$ cat src/port_irq_cfg.svh
// Purpose: constants for the port pin interrupt control block
// Assumes: wishbone word addressing, 8-bit registers in low data bits
// Notes:   offsets are word addresses on the register bus
// Summary of operation
// RULE_01: control bit 5 gates requests from port 2 pins four to zero.
// RULE_02: control bit 4 enables requests from port 0 pins seven to four.
// RULE_03: control bit 3 enables requests from port 0 pins three to zero.
// RULE_04: control bit 2 picks port 2 edge: 0 rising, 1 falling.
// RULE_05: control bit 1 picks port 1 edge: 0 rising, 1 falling.
// RULE_06: control bit 0 picks port 0 edge: 0 rising, 1 falling.
// RULE_07: software keeps port 0 edge rising while usb resume is used.
// RULE_08: each pin has a pending flag; software clears by writing 0.
// RULE_09: port 1 pins have individual enables in a mask register.
// RULE_10: pins synchronised, compared with last sample; one-cycle pulse.
`ifndef PORT_IRQ_CFG_SVH
`define PORT_IRQ_CFG_SVH
`define CTRL_OFFSET     8'h8c
`define P0_FLAG_OFFSET  8'h89
`define P1_FLAG_OFFSET  8'h8a
`define P2_FLAG_OFFSET  8'h8b
`define P1_MASK_OFFSET  8'h8d
`define CTRL_RESET      8'h00
`define FLAG_RESET      8'h00
`define P2_FLAG_RESET   5'h00
`define MASK_RESET      8'h00
`define CTRL_WMASK      8'h7f
`define BIT_P2_EN       5
`define BIT_P0H_EN      4
`define BIT_P0L_EN      3
`define BIT_P2_EDGE     2
`define BIT_P1_EDGE     1
`define BIT_P0_EDGE     0
`endif

$ cat src/port_irq_pkg.sv
// Purpose: shared types for the port pin interrupt block
// Assumes: nothing
// Notes:   widths fixed
package port_irq_pkg;
    typedef logic [7:0] byte_t;
    typedef logic [4:0] p2_t;
endpackage : port_irq_pkg

$ cat src/port_irq_ctrl.sv
// Purpose: port pin edge interrupt control with wishbone registers
// Assumes: classic wishbone, one-cycle ack, 8-bit data in bits 7:0
// Notes:   request outputs are per-port levels of enabled pending flags
`include "port_irq_cfg.svh"
module port_irq_ctrl (
    input  wire logic                clk_i,
    input  wire logic                rst_i,
    input  wire logic                wb_cyc_i,
    input  wire logic                wb_stb_i,
    input  wire logic                wb_we_i,
    input  wire logic [7:0]          wb_adr_i,
    input  wire logic [3:0]          wb_sel_i,
    input  wire logic [31:0]         wb_dat_i,
    output logic      [31:0]         wb_dat_o,
    output logic                     wb_ack_o,
    input  wire port_irq_pkg::byte_t port0_pin_i,
    input  wire port_irq_pkg::byte_t port1_pin_i,
    input  wire port_irq_pkg::p2_t   port2_pin_i,
    output logic                     port0_irq_o,
    output logic                     port1_irq_o,
    output logic                     port2_irq_o
);
    import port_irq_pkg::*;

    byte_t port_interrupt_control_reg;
    byte_t port0_pending_flags_reg;
    byte_t port1_pending_flags_reg;
    p2_t   port2_pending_flags_reg;
    byte_t port1_pin_irq_mask_reg;
    logic  ack_reg;
    byte_t p0_pulse;
    byte_t p1_pulse;
    p2_t   p2_pulse;
    byte_t rdata;
    logic  req;
    logic  wr;
    logic  port2_group_irq_enable;
    logic  port0_upper_irq_enable;
    logic  port0_lower_irq_enable;
    logic  port2_edge_select;
    logic  port1_edge_select;
    logic  port0_edge_select;
    byte_t p0_en;

    assign req = wb_cyc_i & wb_stb_i;
    // write lands on the ack edge
    assign wr  = req & wb_we_i & wb_sel_i[0] & ack_reg;

    assign port2_group_irq_enable =
        port_interrupt_control_reg[`BIT_P2_EN];
    assign port0_upper_irq_enable =
        port_interrupt_control_reg[`BIT_P0H_EN];
    assign port0_lower_irq_enable =
        port_interrupt_control_reg[`BIT_P0L_EN];
    assign port2_edge_select = port_interrupt_control_reg[`BIT_P2_EDGE];
    assign port1_edge_select = port_interrupt_control_reg[`BIT_P1_EDGE];
    // RULE_07 usb resume relies on rising
    assign port0_edge_select = port_interrupt_control_reg[`BIT_P0_EDGE];

    // RULE_06 port 0 edge
    edge_detect #(.W(8)) u_p0 (
        .clk_i     (clk_i),
        .rst_i     (rst_i),
        .pin_i     (port0_pin_i),
        .falling_i (port0_edge_select),
        .pulse_o   (p0_pulse)
    );
    // RULE_05 port 1 edge
    edge_detect #(.W(8)) u_p1 (
        .clk_i     (clk_i),
        .rst_i     (rst_i),
        .pin_i     (port1_pin_i),
        .falling_i (port1_edge_select),
        .pulse_o   (p1_pulse)
    );
    // RULE_04 port 2 edge
    edge_detect #(.W(5)) u_p2 (
        .clk_i     (clk_i),
        .rst_i     (rst_i),
        .pin_i     (port2_pin_i),
        .falling_i (port2_edge_select),
        .pulse_o   (p2_pulse)
    );

    // bus ack, one cycle per request
    always_ff @(posedge clk_i) begin
        if (rst_i) begin
            ack_reg <= 1'b0;
        end else begin
            ack_reg <= req & ~ack_reg;
        end
    end
    assign wb_ack_o = ack_reg;

    // control register, bit 7 read-only zero
    always_ff @(posedge clk_i) begin
        if (rst_i) begin
            port_interrupt_control_reg <= `CTRL_RESET;
        end else if (wr && wb_adr_i == `CTRL_OFFSET) begin
            port_interrupt_control_reg <= wb_dat_i[7:0] & `CTRL_WMASK;
        end
    end

    // RULE_09 port 1 mask
    always_ff @(posedge clk_i) begin
        if (rst_i) begin
            port1_pin_irq_mask_reg <= `MASK_RESET;
        end else if (wr && wb_adr_i == `P1_MASK_OFFSET) begin
            port1_pin_irq_mask_reg <= wb_dat_i[7:0];
        end
    end

    // RULE_08 pending flags, set wins over write-zero clear
    always_ff @(posedge clk_i) begin
        if (rst_i) begin
            port0_pending_flags_reg <= `FLAG_RESET;
            port1_pending_flags_reg <= `FLAG_RESET;
            port2_pending_flags_reg <= `P2_FLAG_RESET;
        end else begin
            port0_pending_flags_reg <= ((wr && wb_adr_i == `P0_FLAG_OFFSET)
                ? (port0_pending_flags_reg & wb_dat_i[7:0])
                : port0_pending_flags_reg) | p0_pulse;
            port1_pending_flags_reg <= ((wr && wb_adr_i == `P1_FLAG_OFFSET)
                ? (port1_pending_flags_reg & wb_dat_i[7:0])
                : port1_pending_flags_reg) | p1_pulse;
            port2_pending_flags_reg <= ((wr && wb_adr_i == `P2_FLAG_OFFSET)
                ? (port2_pending_flags_reg & wb_dat_i[4:0])
                : port2_pending_flags_reg) | p2_pulse;
        end
    end

    // RULE_02 upper nibble gate
    // RULE_03 lower nibble gate
    assign p0_en = {{4{port0_upper_irq_enable}}, {4{port0_lower_irq_enable}}};
    assign port0_irq_o = |(port0_pending_flags_reg & p0_en);
    // RULE_09 per-pin mask gate
    assign port1_irq_o = |(port1_pending_flags_reg & port1_pin_irq_mask_reg);
    // RULE_01 port 2 group gate
    assign port2_irq_o = port2_group_irq_enable & (|port2_pending_flags_reg);

    // read mux, unmapped reads zero
    always_comb begin
        unique case (wb_adr_i)
            `CTRL_OFFSET:    rdata = port_interrupt_control_reg;
            `P0_FLAG_OFFSET: rdata = port0_pending_flags_reg;
            `P1_FLAG_OFFSET: rdata = port1_pending_flags_reg;
            `P2_FLAG_OFFSET: rdata = {3'h0, port2_pending_flags_reg};
            `P1_MASK_OFFSET: rdata = port1_pin_irq_mask_reg;
            default:         rdata = 8'h00;
        endcase
    end

    always_ff @(posedge clk_i) begin
        if (rst_i) begin
            wb_dat_o <= 32'h0;
        end else begin
            wb_dat_o <= {24'h0, rdata};
        end
    end
endmodule : port_irq_ctrl

$ cat src/edge_detect.sv
// Purpose: synchronise a group of pins and pulse on the chosen edge
// Assumes: pins asynchronous to clk_i
// Notes:   one instance per port
module edge_detect #(
    parameter int W = 8
) (
    input  wire logic         clk_i,
    input  wire logic         rst_i,
    input  wire logic [W-1:0] pin_i,
    input  wire logic         falling_i,
    output logic      [W-1:0] pulse_o
);
    logic [W-1:0] meta_reg;
    logic [W-1:0] sync_reg;
    logic [W-1:0] prev_reg;
    logic [2:0]   primed_reg;

    // RULE_10 two-stage sync, history
    always_ff @(posedge clk_i) begin
        if (rst_i) begin
            meta_reg <= '0;
            sync_reg <= '0;
            prev_reg <= '0;
        end else begin
            meta_reg <= pin_i;
            sync_reg <= meta_reg;
            prev_reg <= sync_reg;
        end
    end

    // no pulses until history holds real pin samples
    always_ff @(posedge clk_i) begin
        if (rst_i) begin
            primed_reg <= 3'h0;
        end else begin
            primed_reg <= {primed_reg[1:0], 1'b1};
        end
    end

    genvar g;
    generate
        for (g = 0; g < W; g++) begin : g_bit
            // RULE_10 edge compare
            assign pulse_o[g] = primed_reg[2] &
                (falling_i ? (prev_reg[g] & ~sync_reg[g])
                           : (~prev_reg[g] & sync_reg[g]));
        end
    endgenerate
endmodule : edge_detect

$ cat config.mk
export PLATFORM = sky130hd
export DESIGN_NAME = port_irq_ctrl
export DESIGN_NICKNAME = d
export VERILOG_FILES = /design/src/port_irq_pkg.sv /design/src/port_irq_ctrl.sv /design/src/edge_detect.sv
export VERILOG_INCLUDE_DIRS = /design/src
export SDC_FILE = /design/constraint.sdc
export NUM_CORES = 1
export LEC_CHECK = 0
export BUFFER_PORTS_ARGS = -buffer_cell sky130_fd_sc_hd__buf_4
export CAP_MARGIN = 20
export CORE_MARGIN = 2
export CORE_UTILIZATION = 45
export CTS_CLUSTER_SIZE = 30
export DETAILED_ROUTE_END_ITERATION = 10
export GPL_TIMING_DRIVEN = 1
export PLACE_DENSITY = 0.69
export SLEW_MARGIN = 0
export SYNTH_ARGS = -nofsm -noshare
export SYNTH_HDL_FRONTEND = slang
export SYNTH_SLANG_ARGS = --single-unit
$ cat constraint.sdc
create_clock -name clk_i -period 1.7 [get_ports clk_i]
set_input_delay 0.085 -clock clk_i [delete_from_list [all_inputs] [get_ports clk_i]]
set_output_delay 0.085 -clock clk_i [all_outputs]
set_load 0.01 [all_outputs]
==> metrics.md <==
| Metric | Value |
|---|---|
| Status | finished clean |
| Cell Pwr Density | 889.3 nW/µm² |
| Num ports | 106 |
| Root buffer cell | clkbuf_8 |
| Clock power frac | 34.8% |
| DR DRC count | 0 |
| Final worst path period share | 95.88% |
| # diodes | 0 |
| Slowest cell on the critical path | or4_1 |
| WL/cell | 13.08 µm |
| Postcts setup bufs | 0 |
| Arr. time, crit path | 1540 ps |
| First-pass GRT wire length | 13.95 mm |
| Maximum clock rate | 613.5 MHz |
| Die Ht | 102.1 µm |
| Final Critical Period | 1630 ps |
| Synth area leader | dfxtp_1 |
| H-tree levels | 3 |
| Starting Density | 46.60% |
| Layout cells sized above 1 | 16.45% |
| Clock Path Buffers | 2 |
| DR vias/cell | 4.886 |
| Synth Warn # | 0 |
| Worst vdd ir | 0.0004581 V |
| Worst-margin pin slew | 590.4 ps |
| Clock Skews | 11.49 ps |
| Crit Path Max Fanout | 3 |
| Drt pass-1 iters | 4 |
| Largest net degree at the start of global routing | 63 |
| CTS resizes | 0 |
| # fillers | 813 |
| Setup crit end kind | output port |
| Top cells by count, synth | dfxtp_1 (111), nor2b_1 (68), nor2_1 (39), o21ai_0 (34), nand2_1 (30) |
| Via Count | 3215 |
| GP Congestion | 0.8778 |
| Total CTS buffers | 9 |
| CP bufs+invs | 1 |
| Leading post-synthesis cells by cell area | dfxtp_1 (51%), nor2b_1 (9.8%), buf_4 (4.3%) |
| Slowest stage delay, CP | 530 ps |
| Tot GR Track Use | 16.94% |
| Multi-input logic area | 1902 µm² |
| Final Max Slew Viols | 0 |
| HP Class | primary input to flop |
| Unique masters post-synth | 39 |
| Post-synth EDFFs | 0 |
| Fin Hold WS | 13.69 ps |
| Synth top area share | 51.36% |
| P_leak | 0.002072 µW |
| Crit path launch type | flop |
| Int Pwr | 3601 µW |
| Die X | 102.1 µm |
| Port Buffers | 54 |
| Switching share of power | 22.28% |
| Sequential Power Share | 58.3% |
| Rows | 35 |
| Main synth FF type | dfxtp_1 |
| Final net count | 594 |
| Required time worst endpoint | 1620 ps |
| Worst-Skew Late Latency | 360 ps |
| Kind of critical path | flop to output port |
| Core ar. | 9284 µm² |
| FF+latch count, synth | 111 |
| Post-Route WL | 8.606 mm |
| Final Hold Fails | 0 |
| Fin area | 5211 µm² |
| Mapped cell area | 4327 µm² |
| Maximum capacitance violations | 0 |
| Die area | 10420 µm² |
| CTS tree | done |
| TritonCTS Sinks | 111 |
| Setup TNS | 0 ps |
| Iter 0 DRT Violations | 158 |
| CP top delay family | simple AND/OR/NAND/NOR gates |
| Synth Instances | 455 |
| Antenna Violating Nets Remaining | 0 |
| Most common cell in the netlist | dfxtp_1 |
| Layout area overhead | 20.45% |
| Async set-reset flop share out of synthesis | 0% |
| Gr ovfl total | 0 |
| Final setup fails | 0 |
| Antenna violations before repair | 0 |
| Placed Area | 4772 µm² |
| Util after Layout | 56.13% |
| HPWL Detailed | 5.806 mm |
| RSZ-0062 raised after global routing | false |
| Crit-path cells | or4_1 > o21a_1 > buf_4 |
| Seq/Total Area, Yosys | 51.36% |
| Syn_area_per_cell | 9.509 µm² |
| Seq. cell area | 2222 µm² |
| Logic pwr share | 6.8% |
| Psw | 1033 µW |
| Rel. slew slack | 60.59% |
| Vias in the first global route | 2972 |
| Clk slew on worst S/H paths | 100 ps |
[layer usage]
| metal | GRT usage, % | wire length [µm] | vias up | share of wire, % |
|---|---|---|---|---|
| met5 | 0 | 0 | - | 0 |
| met4 | 4.615 | 61 | 0 | 0.71 |
| met3 | 4.378 | 519 | 6 | 6.0 |
| met2 | 28.59 | 3989 | 108 | 46 |
| met1 | 21.60 | 4036 | 1452 | 47 |
| li1 | - | - | 1649 | - |
[final cells by class]
type | instances | share of cell area (%)
Clock buffer | 12 | 2.977
Clock inverter | 4 | 1.032
Inverter | 1 | 0.07203
Multi-Input combinational cell | 317 | 36.49
Sequential cell | 111 | 42.64
Tap cell | 129 | 3.097
Timing Repair Buffer | 84 | 13.69
[placed cells by master, fill, tap and decap left out, types with 2 or more instances in the layout]
cell / n
dfxtp_1: 111
buf_4: 59
nand4_1: 4
nor3_1: 2
o31ai_1: 8
a22o_1: 8
o21ai_0: 34
mux2_2: 5
nor4b_1: 2
o41ai_1: 2
nor2_1: 39
nand2_1: 30
nor3b_1: 21
buf_12: 2
mux2i_1: 15
clkbuf_8: 11
nor2b_1: 68
a22oi_1: 11
clkinvlp_4: 2
dlygate4sd3_1: 23
conb_1: 24
a21oi_1: 27
[path summary, 6_finish.rpt]
kind | startpoint | endpoint | slack [ps] | depth (start not counted)
setup / recovery | port2_pending_flags_reg[4] | port2_irq_o | 70 | 3
hold / removal | wb_dat_i[5] | port1_pin_irq_mask_reg[5] | 10 | 3
setup reg to reg | wb_ack_o | port1_pending_flags_reg[1] | 230 | 4
hold reg to reg | u_p2.meta_reg[3] | u_p2.sync_reg[3] | 430 | 1
[tightest hold or removal path: stages]
cell     delay, ps
buf_4          110
mux2i_1         70
nor2_1          70
[cell families after synthesis]
family	count (synthesis)	share of synthesized area, %
other cells	1	0.08667
mux	20	4.771
buf+inv	50	6.680
flops	111	51.36
simple gates	180	24.15
compound gates	93	12.96
[timing repair]
item,in CTS,in global routing
hold buffers,23,0
endpoints found under the hold margin,23,0
setup endpoints to repair,0,0
[through the flow]
stage	worst slack, ps	total power, µW	std cells
after floorplan	225.7	2949	478
after global placement	39.84	3031	619
after detailed placement	17.55	3039	619
after CTS	60.41	4662	658
after global routing	33.32	4820	658
final	70.04	4634	658
[power groups by stage]
| stage | registers [µW] | logic (µW) | clock network (µW) |
|---|---|---|---|
| 3_3_place_gp | 2760 | 270 | 0 |
| 6_report | 2700 | 317 | 1610 |
| 2_1_floorplan | 2750 | 199 | 0 |
| 5_1_grt | 2710 | 351 | 1760 |
| 4_1_cts | 2700 | 317 | 1640 |
| 3_5_place_dp | 2760 | 275 | 0 |
No activity file was read; power rests on OpenSTA's default activity.
